[src/rtl/expander_pkg.sv]
// shared constants and types of the i2c port expander
package expander_pkg;
   localparam logic [7:0] GC_WRITE_BYTE = 8'h00;
   localparam logic [7:0] RESET_CMD     = 8'h06;
   localparam logic [6:0] ID_ADDR       = 7'h7c;
   localparam logic [7:0] PORT_RESET    = 8'hff;
   localparam logic [3:0] BYTE_BITS     = 4'h8;
   localparam logic [2:0] LAST_BIT      = 3'h7;
   localparam logic [1:0] ID_LAST_BYTE  = 2'h2;
   localparam int         ID_BITS       = 24;

   typedef enum logic [3:0] {
      ST_IDLE,
      ST_ADDR,
      ST_GC_DATA,
      ST_ID_SEL,
      ST_WR_DATA,
      ST_RD_DATA,
      ST_ACK,
      ST_MACK,
      ST_IGNORE
   } state_t;
endpackage

[src/rtl/port_ctl_if.sv]
// carrier between the bus engine and the port line stage
interface port_ctl_if #(parameter int WIDTH = 8);
   logic [WIDTH-1:0] latch;
   logic             strongHigh;
   logic [WIDTH-1:0] level;

   modport ctl   (output latch, output strongHigh, input level);
   modport stage (input latch, input strongHigh, output level);
endinterface

[src/rtl/port_stage.sv]
// quasi-bidirectional port line drivers and input sampling
module port_stage #(
   parameter int WIDTH = 8
) (
   input  wire logic             clk,
   input  wire logic             rst_b,
   port_ctl_if.stage             ctl,
   input  wire logic [WIDTH-1:0] portIn,
   output logic      [WIDTH-1:0] portOut,
   output logic      [WIDTH-1:0] portOe_b
);
   initial begin
      if (WIDTH < 1) begin
         $error("port_stage: WIDTH must be at least 1");
      end
   end

   logic [WIDTH-1:0] next_portOut;
   logic [WIDTH-1:0] next_portOe_b;
   logic [WIDTH-1:0] level;
   logic [WIDTH-1:0] next_level;

   genvar i;
   generate
      for (i = 0; i < WIDTH; i++) begin : g_line
         always_comb begin
            next_level[i] = portIn[i];
            if (!ctl.latch[i]) begin
               // strong sink held until the bit is rewritten
               next_portOut[i]  = 1'b0;
               next_portOe_b[i] = 1'b0;
            end else if (ctl.strongHigh) begin
               // accelerator only during ack clock high, avoids long contention
               next_portOut[i]  = 1'b1;
               next_portOe_b[i] = 1'b0;
            end else begin
               // weak source only, pin usable as input
               next_portOut[i]  = 1'b1;
               next_portOe_b[i] = 1'b1;
            end
         end
      end
   endgenerate

   always_ff @(posedge clk or negedge rst_b) begin
      if (!rst_b) begin
         portOut  <= '1;
         portOe_b <= '1;
         level    <= '1;
      end else begin
         portOut  <= next_portOut;
         portOe_b <= next_portOe_b;
         level    <= next_level;
      end
   end

   assign ctl.level = level;
endmodule

[src/rtl/i2c_port_expander.sv]
// i2c slave engine of the 8-bit quasi-bidirectional port expander
// Summary of operation
// - acknowledge general call only when the whole address byte is zero
// - general call address with read bit set gets no acknowledge
// - after general call only data byte 06h is acknowledged
// - further bytes after the reset byte are never acknowledged
// - acknowledged reset byte then stop restores every power-up default
// - repeated start after the reset byte cancels the software reset
// - hardwired 24-bit identity: 12 maker, 9 part, 3 revision bits
// - identity read opens with start and reserved address 1111100 write
// - next byte acknowledged only if upper seven bits match own address
// - repeated start, reserved address read, then identity bytes are sent
// - stop then start, or access to another slave, cancels identity read
// - identity sent most significant bit first, maker, part, revision
// - master nack on an identity byte ends the read and idles
// - continued acks after third identity byte wrap to first byte
// - single port register, reads return actual pin levels
// - after reset all port bits high on weak source only
// - one data byte writes or reads all eight lines, bits independent
// - written one gets strong pull-up only during ack clock high
// - written zero turns strong sink on until bit is rewritten
// - port data follows address byte directly, no command byte
// - any number of write bytes, each acknowledged byte replaces port
// - read sends port byte; master acks to reread or nacks then stops
// - reset pin low holds registers and bus engine at defaults
module i2c_port_expander #(
   parameter int         WIDTH    = 8,
   parameter logic [11:0] MAKER_ID = 12'h5a5, // arbitrary value
   parameter logic [8:0]  PART_ID  = 9'h0c3,  // arbitrary value
   parameter logic [2:0]  DIE_REV  = 3'h1     // arbitrary value
) (
   input  wire logic             clk,
   input  wire logic             rst_b,
   input  wire logic             sclIn,
   input  wire logic             sdaIn,
   output logic                  sdaOut,
   output logic                  sdaOe_b,
   input  wire logic [6:0]       ownAddress,
   input  wire logic [WIDTH-1:0] portIn,
   output logic      [WIDTH-1:0] portOut,
   output logic      [WIDTH-1:0] portOe_b
);
   initial begin
      if (WIDTH != 8) begin
         $error("i2c_port_expander: the port is one byte wide");
      end
      if ($bits(MAKER_ID) + $bits(PART_ID) + $bits(DIE_REV) != expander_pkg::ID_BITS) begin
         $error("i2c_port_expander: identity fields must fill the identity word");
      end
   end

   localparam int ID_BITS_W = expander_pkg::ID_BITS;
   // identity bits are constants, so they cost no flip-flops
   localparam logic [ID_BITS_W-1:0] ID_WORD = {MAKER_ID, PART_ID, DIE_REV};

   port_ctl_if #(.WIDTH(WIDTH)) portCtl ();

   port_stage #(.WIDTH(WIDTH)) u_stage (
      .clk      (clk),
      .rst_b    (rst_b),
      .ctl      (portCtl),
      .portIn   (portIn),
      .portOut  (portOut),
      .portOe_b (portOe_b)
   );

   // scl and sda taken as synchronous; no glitch filter on either line
   // line history for edge and condition detection
   logic sclQ;
   logic sdaQ;
   logic next_sclQ;
   logic next_sdaQ;

   always_comb begin
      next_sclQ = sclIn;
      next_sdaQ = sdaIn;
   end

   always_ff @(posedge clk or negedge rst_b) begin
      if (!rst_b) begin
         sclQ <= 1'b1;
         sdaQ <= 1'b1;
      end else begin
         sclQ <= next_sclQ;
         sdaQ <= next_sdaQ;
      end
   end

   logic sclRise;
   logic sclFall;
   logic startCond;
   logic stopCond;

   assign sclRise   = sclIn & ~sclQ;
   assign sclFall   = ~sclIn & sclQ;
   assign startCond = sclIn & sclQ & sdaQ & ~sdaIn;
   assign stopCond  = sclIn & sclQ & ~sdaQ & sdaIn;

   // bus engine state
   expander_pkg::state_t state;
   expander_pkg::state_t next_state;
   expander_pkg::state_t afterState;
   expander_pkg::state_t next_afterState;
   logic [3:0]       bitCnt;
   logic [3:0]       next_bitCnt;
   logic [7:0]       shiftReg;
   logic [7:0]       next_shiftReg;
   logic             sdaHold_b;
   logic             next_sdaHold_b;
   logic             resetArmed;
   logic             next_resetArmed;
   logic             idArmed;
   logic             next_idArmed;
   logic             idRead;
   logic             next_idRead;
   logic [1:0]       idIndex;
   logic [1:0]       next_idIndex;
   logic [WIDTH-1:0] portLatch;
   logic [WIDTH-1:0] next_portLatch;
   logic [WIDTH-1:0] pendingPort;
   logic [WIDTH-1:0] next_pendingPort;
   logic             portWrite;
   logic             next_portWrite;
   logic             strongHigh;
   logic             next_strongHigh;
   logic             masterAck;
   logic             next_masterAck;
   logic [7:0]       txByte;

   // identity bytes leave msb first; otherwise live pin levels
   always_comb begin
      txByte = portCtl.level;
      if (idRead) begin
         case (idIndex)
            2'h0:    txByte = ID_WORD[23:16];
            2'h1:    txByte = ID_WORD[15:8];
            default: txByte = ID_WORD[7:0];
         endcase
      end
   end

   always_comb begin
      next_state       = state;
      next_afterState  = afterState;
      next_bitCnt      = bitCnt;
      next_shiftReg    = shiftReg;
      next_sdaHold_b   = sdaHold_b;
      next_resetArmed  = resetArmed;
      next_idArmed     = idArmed;
      next_idRead      = idRead;
      next_idIndex     = idIndex;
      next_portLatch   = portLatch;
      next_pendingPort = pendingPort;
      next_portWrite   = portWrite;
      next_strongHigh  = strongHigh;
      next_masterAck   = masterAck;
      if (stopCond) begin
         next_state      = expander_pkg::ST_IDLE;
         next_sdaHold_b  = 1'b1;
         next_idArmed    = 1'b0;
         next_strongHigh = 1'b0;
         next_portWrite  = 1'b0;
         next_resetArmed = 1'b0;
         if (resetArmed) begin
            // software reset only on stop after an acked 06h
            next_portLatch = expander_pkg::PORT_RESET;
            next_idRead    = 1'b0;
            next_idIndex   = 2'h0;
         end
      end else if (startCond) begin
         // repeated start keeps a pending identity selection alive
         next_state      = expander_pkg::ST_ADDR;
         next_bitCnt     = 4'h0;
         next_sdaHold_b  = 1'b1;
         next_resetArmed = 1'b0;
         next_strongHigh = 1'b0;
         next_portWrite  = 1'b0;
      end else begin
         case (state)
            expander_pkg::ST_ADDR, expander_pkg::ST_GC_DATA,
            expander_pkg::ST_ID_SEL, expander_pkg::ST_WR_DATA: begin
               if (sclRise) begin
                  next_shiftReg = {shiftReg[6:0], sdaIn};
                  next_bitCnt   = bitCnt + 4'h1;
               end else if (sclFall && bitCnt == expander_pkg::BYTE_BITS) begin
                  next_bitCnt = 4'h0;
                  next_state  = expander_pkg::ST_IGNORE;
                  case (state)
                     expander_pkg::ST_ADDR: begin
                        next_idArmed = 1'b0;
                        if (shiftReg == expander_pkg::GC_WRITE_BYTE) begin
                           next_state      = expander_pkg::ST_ACK;
                           next_afterState = expander_pkg::ST_GC_DATA;
                        end else if (shiftReg[7:1] == expander_pkg::GC_WRITE_BYTE[7:1]) begin
                           // general call read is never answered
                           next_state = expander_pkg::ST_IGNORE;
                        end else if (shiftReg[7:1] == expander_pkg::ID_ADDR) begin
                           if (!shiftReg[0]) begin
                              next_state      = expander_pkg::ST_ACK;
                              next_afterState = expander_pkg::ST_ID_SEL;
                           end else if (idArmed) begin
                              next_state      = expander_pkg::ST_ACK;
                              next_afterState = expander_pkg::ST_RD_DATA;
                              next_idRead     = 1'b1;
                              next_idIndex    = 2'h0;
                           end
                        end else if (shiftReg[7:1] == ownAddress) begin
                           next_state      = expander_pkg::ST_ACK;
                           next_idRead     = 1'b0;
                           next_afterState = shiftReg[0] ? expander_pkg::ST_RD_DATA : expander_pkg::ST_WR_DATA;
                        end
                        // any other address is left unacked
                     end
                     expander_pkg::ST_GC_DATA: begin
                        // every device acks 06h; the reset itself waits for the stop
                        if (shiftReg == expander_pkg::RESET_CMD) begin
                           next_state      = expander_pkg::ST_ACK;
                           next_afterState = expander_pkg::ST_IGNORE;
                           next_resetArmed = 1'b1;
                        end
                     end
                     expander_pkg::ST_ID_SEL: begin
                        // lsb of the selecting byte is a don't care
                        if (shiftReg[7:1] == ownAddress) begin
                           next_state      = expander_pkg::ST_ACK;
                           next_afterState = expander_pkg::ST_IGNORE;
                           next_idArmed    = 1'b1;
                        end
                     end
                     default: begin
                        next_state       = expander_pkg::ST_ACK;
                        next_afterState  = expander_pkg::ST_WR_DATA;
                        next_pendingPort = shiftReg;
                        next_portWrite   = 1'b1;
                     end
                  endcase
                  if (next_state == expander_pkg::ST_ACK) begin
                     next_sdaHold_b = 1'b0;
                  end
               end
            end
            expander_pkg::ST_ACK: begin
               if (sclRise && portWrite) begin
                  // port changes as the ack clock goes high
                  // a stretched ack clock stretches the strong pull-up with it
                  next_portLatch  = pendingPort;
                  next_strongHigh = 1'b1;
               end else if (sclFall) begin
                  next_strongHigh = 1'b0;
                  next_portWrite  = 1'b0;
                  next_sdaHold_b  = 1'b1;
                  next_state      = afterState;
                  if (afterState == expander_pkg::ST_RD_DATA) begin
                     next_shiftReg  = txByte;
                     next_sdaHold_b = txByte[7];
                     next_bitCnt    = 4'h0;
                  end
               end
            end
            expander_pkg::ST_RD_DATA: begin
               if (sclFall) begin
                  if (bitCnt[2:0] == expander_pkg::LAST_BIT) begin
                     next_sdaHold_b = 1'b1;
                     next_state     = expander_pkg::ST_MACK;
                     next_masterAck = 1'b0;
                  end else begin
                     next_shiftReg  = {shiftReg[6:0], 1'b0};
                     next_sdaHold_b = shiftReg[6];
                     next_bitCnt    = bitCnt + 4'h1;
                  end
               end
            end
            expander_pkg::ST_MACK: begin
               if (sclRise) begin
                  next_masterAck = ~sdaIn;
                  if (sdaIn) begin
                     next_state  = expander_pkg::ST_IGNORE;
                     next_idRead = 1'b0;
                  end else if (idRead) begin
                     next_idIndex = (idIndex == expander_pkg::ID_LAST_BYTE) ? 2'h0 : idIndex + 2'h1;
                  end
               end else if (sclFall && masterAck) begin
                  // pins sampled afresh for every byte read
                  next_shiftReg  = txByte;
                  next_sdaHold_b = txByte[7];
                  next_bitCnt    = 4'h0;
                  next_state     = expander_pkg::ST_RD_DATA;
               end
            end
            expander_pkg::ST_IDLE, expander_pkg::ST_IGNORE: begin
               next_sdaHold_b = 1'b1;
            end
            default: begin
               next_state = expander_pkg::ST_IDLE;
            end
         endcase
      end
   end

   // reset pin holds everything at power-up values
   always_ff @(posedge clk or negedge rst_b) begin
      if (!rst_b) begin
         state       <= expander_pkg::ST_IDLE;
         afterState  <= expander_pkg::ST_IDLE;
         bitCnt      <= 4'h0;
         shiftReg    <= 8'h00;
         sdaHold_b   <= 1'b1;
         resetArmed  <= 1'b0;
         idArmed     <= 1'b0;
         idRead      <= 1'b0;
         idIndex     <= 2'h0;
         portLatch   <= expander_pkg::PORT_RESET;
         pendingPort <= expander_pkg::PORT_RESET;
         portWrite   <= 1'b0;
         strongHigh  <= 1'b0;
         masterAck   <= 1'b0;
      end else begin
         state       <= next_state;
         afterState  <= next_afterState;
         bitCnt      <= next_bitCnt;
         shiftReg    <= next_shiftReg;
         sdaHold_b   <= next_sdaHold_b;
         resetArmed  <= next_resetArmed;
         idArmed     <= next_idArmed;
         idRead      <= next_idRead;
         idIndex     <= next_idIndex;
         portLatch   <= next_portLatch;
         pendingPort <= next_pendingPort;
         portWrite   <= next_portWrite;
         strongHigh  <= next_strongHigh;
         masterAck   <= next_masterAck;
      end
   end

   assign portCtl.latch      = portLatch;
   assign portCtl.strongHigh = strongHigh;
   // open drain: only ever pulls low
   assign sdaOut  = 1'b0;
   assign sdaOe_b = sdaHold_b;
endmodule

[config.mk]
export PLATFORM = sky130hd
export DESIGN_NAME = i2c_port_expander
export DESIGN_NICKNAME = d
export VERILOG_FILES = /design/src/rtl/expander_pkg.sv /design/src/rtl/port_ctl_if.sv /design/src/rtl/port_stage.sv /design/src/rtl/i2c_port_expander.sv
export SDC_FILE = /design/constraint.sdc
export NUM_CORES = 1
export LEC_CHECK = 0
export ABC_AREA = 1
export ABC_CLOCK_PERIOD_IN_PS = 1600
export BUFFER_PORTS_ARGS = -buffer_cell sky130_fd_sc_hd__buf_2
export CAP_MARGIN = 20
export CORE_MARGIN = 2
export CORE_UTILIZATION = 40
export CTS_CLUSTER_DIAMETER = 30
export DETAILED_ROUTE_END_ITERATION = 10
export PLACE_DENSITY = 0.66
export SYNTH_ARGS = -nofsm -noshare
export SYNTH_HDL_FRONTEND = slang
export SYNTH_SLANG_ARGS = --single-unit
[constraint.sdc]
create_clock -name clk -period 1.6 [get_ports clk]
set_clock_uncertainty 0.05 [all_clocks]
set_input_delay 0.32 -clock clk [delete_from_list [all_inputs] [get_ports clk]]
set_output_delay 0.32 -clock clk [all_outputs]
set_load 0.02 [all_outputs]
After elaboration in Yosys (flattened, before gate mapping):

Index checks and enable logic that the tools add are counted.
Widths: inputs -> output; s select.

* word-level logic and storage cells: 303
* register bits after elaboration: 71
* output and inout port bits: 18

* reductions and logical operators: 41
* equal/unequal tests: 73
* bitwise operators: 15
* add/sub/neg operators: 2
* muxes and demuxes: 153

Operator list (count)
* $mux 4: 41
* $mux 8: 14
* $mux 1: 71
* $ne 3x3->1 const B: 22
* $ne 4x4->1 const B: 15
* $pmux 8 s4: 1
* $mux 2: 15
* $eq 4x3->1 const B: 6
* $ne 2x2->1 const B: 12
* $pmux 4 s3: 2
* $reduce_and 6->1: 4
* $reduce_bool 3->1: 7
* $pmux 4 s5: 1
* $reduce_and 10->1: 2
* $reduce_and 9->1: 2
* $pmux 4 s4: 1
* $ne 5x5->1 const B: 3
* $pmux 7 s2: 1
* $reduce_and 14->1: 1
* $reduce_and 13->1: 1
* $reduce_bool 4->1: 3
* $reduce_and 11->1: 1
* $reduce_bool 2->1: 5
* $eq 4x2->1 const B: 2
* other kinds (30): 51

Longest topological paths before layout:

* depth after elaboration: 18
* mapped depth: 14
* gate-level depth less buffers: 14

Modules after synthesis:

Synthesis repeated with hierarchy kept, for this count alone.

* cell total of the unflattened synthesis: 444
* area, all modules: 3555.9 µm²

By module, submodules not included
* i2c_port_expander: cells an instance 403, seq. area each 1199.9 µm², area each 2854.0 µm², instances 1
* port_stage: cells an instance 41, seq. area each 630.6 µm², area each 701.9 µm², instances 1

Worst setup path before layout:

No wires, ideal clock.

* path kind: reg-to-reg
* start: register sclQ
* end: register shiftReg[1]
* setup slack: -0.093 ns
* cell stages (with the launch flop): 11
* period minus slack after synthesis: 1.693 ns
* data arrival time: 1.520 ns
* required time: 1.427 ns
* path through: dfstp_2 nand2_2 nor2_2 nor2_1 inv_1 o21ai_2 nor3_4 nand4_4 buf_6 nand2_1 o21ai_1

* longest elaborated chain between the ends: 5
* elaborated cells between the ends (all ways): 19

RTL lines
* start, declared: line i2c_port_expander.sv:69 `logic sclQ;`
* start signal, assigned: line i2c_port_expander.sv:84 `sclQ <= next_sclQ;`
* $not 1->1 / $and 1x1->1 (equally long branches): line i2c_port_expander.sv:94, i2c_port_expander.sv:96, i2c_port_expander.sv:97
* $and 1x1->1 (on tied branches): line i2c_port_expander.sv:94, i2c_port_expander.sv:96, i2c_port_expander.sv:97
* $logic_and 1x1->1 (tied with other cells): line i2c_port_expander.sv:243 `if (sclRise && portWrite) begin`
* $ne 2x2->1 (no source line) / $not 1->1 (equally long branches)
* $reduce_and 11->1 (no source line) *
* end signal, assigned: line i2c_port_expander.sv:321 `shiftReg <= next_shiftReg;`
* end, declared: line i2c_port_expander.sv:106 `logic [7:0] shiftReg;`

Mark *: on every way between the ends. The rest lies on a longest branch, timed or not.
A chain may end at the register's enable or synchronous reset.

Final worst setup path:

* start: register sclQ
* end: register idIndex[1]

* longest elaborated chain between the ends: 5
* elaborated cells between the ends (all ways): 25

RTL lines
* $and 1x1->1: line i2c_port_expander.sv:96, i2c_port_expander.sv:97
* $and 1x1->1 (on tied branches) (2 in a row): line i2c_port_expander.sv:97, i2c_port_expander.sv:96
* $ne 3x3->1 (no source line) (tied with other cells)
* $reduce_and 14->1 (no source line)
* end signal, assigned: line i2c_port_expander.sv:326 `idIndex <= next_idIndex;`
* end, declared: line i2c_port_expander.sv:116 `logic [1:0] idIndex;`

Parallel ways exist; a longest one is shown, timed or not.

==> results.sh <==
export IMPL_holdPathStages=1
export IMPL_fin_crit_sh_pct=115
export IMPL_startpoint="sclQ"
export IMPL_initial_core_util_pct=41.5
export IMPL_yosysUniqueCellTypes=44
export IMPL_die_h_um=99.6
export IMPL_io_pins=37
export IMPL_power_density_mw_per_mm2=1240
export IMPL_synth_fp_nets=452
export IMPL_drc=0
export IMPL_groute_usage_overall_pct=21.3
export IMPL_drtAntennaViolNets=0
export IMPL_report_final_setup_viol=42
export IMPL_grt_max_degree=72
export IMPL_r2r_end="idIndex[1]"
export IMPL_rows=34
export IMPL_synth_seq_cells=71
export IMPL_worstPathRequired_ns=1.80
export IMPL_nFillCells=634
export IMPL_grt_pass1_vias=3497
export IMPL_clockBufferDepth=2
export IMPL_rsz0062_at_grt="yes"
export IMPL_numCtsBuffers=9
export IMPL_ff2ff_setup_slack_ns=-0.24
export IMPL_drive_above_1_share_pct=57.8
export IMPL_layout_setup_ws_ns=-0.243
export IMPL_ys_seq_area_share_pct=50.1
export IMPL_portBuffers=35
export IMPL_fmax_mhz=543
export IMPL_viasPerCell=5.07
export IMPL_hp_start="portIn[0]"
export IMPL_dieArea_mm2=0.00992
export IMPL_vias=3664
export IMPL_cap_violations=0
export IMPL_synthToLayoutAreaGrowth_pct=57.1
export IMPL_r2r_start="sclQ"
export IMPL_dr_first_iter_drc_count=191
export IMPL_dr_pass1_iters=4
export IMPL_hpwlAfterDp_mm=6.73
export IMPL_wl_per_cell_um=14.9
export IMPL_cts_root_buf="clkbuf_8"
export IMPL_place_congestion=0.904
export IMPL_finalWirelength_mm=10.8
export IMPL_ff2ff_path_depth=10
export IMPL_nets=631
export IMPL_syn_inst=430
export IMPL_setup_tns_ns=-5.62
export IMPL_clk_latency_ns=0.36
export IMPL_clkTransAtPathRegs_ns=0.08
export IMPL_die_width_um=99.6
export IMPL_drv_slew=0
export IMPL_violations="setup timing"
export IMPL_crit_arrival_ns=2.04
export IMPL_grt_ovfl_total=0
export IMPL_finalInstanceArea_mm2=0.00574
export IMPL_cp_max_fo=5
export IMPL_coreArea_mm2=0.00881
export IMPL_crit_type="register to register"
export IMPL_syn_avg_cell_area_um2=8.50
export IMPL_clock_sinks=71
export IMPL_syn_area_mm2=0.00366
export IMPL_vdd_drop_max_v=0.000787
export IMPL_hp_class="input pin to register"
export IMPL_p_leak_nw=2.70
export IMPL_htree_levels=3
export IMPL_place_area_mm2=0.00454
export IMPL_num_antenna_cells=0
export IMPL_yosysWarnings=0
export IMPL_grt_pass1_wl_mm=16.6
export IMPL_min_to="u_stage.ctl.level[0]"
export IMPL_status="complete, but fails checks"
export IMPL_setup_worst_path_end_class="register"
export IMPL_hold_viol_final=0
export IMPL_fin_crit_ns=1.84
export IMPL_antenna_found_initial=0
export IMPL_cts_tree="yes"
export IMPL_cp_start_kind="register"
[cells in the mapped netlist, drive strengths merged]
master	count	share of area (%)
nand2	100	11
o21ai	60	8.6
inv	57	5.9
nor2	57	7.7
dfstp	43	31
dfrtp	28	19
a21oi	22	3.4
nand3	16	2.7
nand4	9	2.4
nor3	9	2.0
buf	5	1.1
clkbuf	3	0.31
ha	3	1.0
xnor2	3	0.72
a21boi	2	0.51
a31oi	2	0.34
nand3b	2	0.41
a311oi	1	0.24
conb	1	0.10
nor3b	1	0.21
nor4	1	0.17
o2111ai	1	0.24
o211ai	1	0.34
o221ai	1	0.24
o22ai	1	0.17
xor2	1	0.24
[cell type report]
cell class | count | area [um^2] | share of cell area, %
multi-input combinational | 296 | 2000 | 34.7
sequential | 71 | 1830 | 31.9
timing repair buffer | 174 | 1320 | 22.9
inverter | 57 | 234 | 4.07
clock buffer | 10 | 138 | 2.40
tap | 108 | 135 | 2.35
clock inverter | 6 | 91.3 | 1.59
[through the flow]
step	power (W)	instances	utilization [%]	setup slack, ns	hold WS [ns]
after floorplan	0.00360	430	-	-0.0930	-0.0256
after global placement	0.00452	646	51.6	-0.305	0.305
after detailed placement	0.00458	646	51.6	-0.303	0.306
after CTS	0.00665	695	59.5	-0.206	0.000887
after global routing	0.00752	722	65.2	-0.320	0.00268
final	0.00711	722	65.2	-0.243	0.00759
[routing by layer]
metal,part of all wire (%),global-route usage (%),vias up
li1,-,-,1771
met1,42,26.4,1753
met2,51,36.1,108
met3,3.6,4.43,32
met4,3.3,8.75,0
met5,0,0,-
[report_power, final]
| group | internal, W | total [W] | switching (W) |
|---|---|---|---|
| Sequential | 0.00224 | 0.00249 | 0.000249 |
| Clock | 0.000931 | 0.00167 | 0.000741 |
| Combinational | 0.00142 | 0.00295 | 0.00153 |
| Total | 0.00459 | 0.00711 | 0.00252 |
[registers in the layout, indices dropped and copies added (netlist names), 8 cells and up]
signal,cells
pendingPort,8
portCtl.latch,8
shiftReg,8
u_stage.ctl.level,8
u_stage.portOe_b,8
u_stage.portOut,8
[repair_timing]
action                                  in CTS  in global routing
endpoints found under the hold margin       31                  4
endpoints found under the setup margin      42                 44
gates cloned                                 2                  0
hold buffers                                 4                  4
setup buffers                               27                 23
gates resized for setup                     85                 86
pin swaps                                   20                 35
[worst max-delay path by stage]
stage | to | depth (start not counted)
floorplan | shiftReg[1] | 10
global placement | state[2] | 12
detailed placement | portCtl.latch[5] | 9
CTS | shiftReg[5] | 10
global route | idIndex[1] | 11
finish | idIndex[1] | 10
[critical path, cell delays in order, from the launching register on]
cell and delay [ns]:
dfstp_2 0.59, buf_6 0.12, nand4_4 0.13, inv_4 0.13, nor2_4 0.05, buf_4 0.12
buf_4 0.13, a21oi_1 0.13, nand2_1 0.13, nand2_1 0.09, o21ai_1 0.06
[cell usage in the layout (no fill, tap or decap), types with 3 or more instances in the layout]
cell type	count
buf_4	116
buf_2	35
xnor2_1	3
nand3_1	11
a21oi_1	16
nand4_1	7
a21oi_2	3
dlygate4sd3_1	8
a21oi_4	3
nand4_4	3
nor2_4	17
dfrtp_1	26
o21ai_1	29
nand2_2	18
nor3_1	4
buf_6	12
o21ai_0	15
inv_2	20
o21ai_2	15
inv_1	33
clkbuf_8	10
nand2_4	12
nand2_1	69
nor2_1	27
nor2_2	12
nand3_2	3
nor3_4	3
dfstp_2	43
[kinds of logic after synthesis]
| family | share of synthesized area, % |
|---|---|
| compound gates | 14.1 |
| buf+inv | 7.22 |
| fa+ha+maj | 1.03 |
| flops | 50.1 |
| simple gates | 26.5 |
| other cells | 0.103 |
| xor+xnor | 0.958 |
Power figures use the tool's default switching activity.
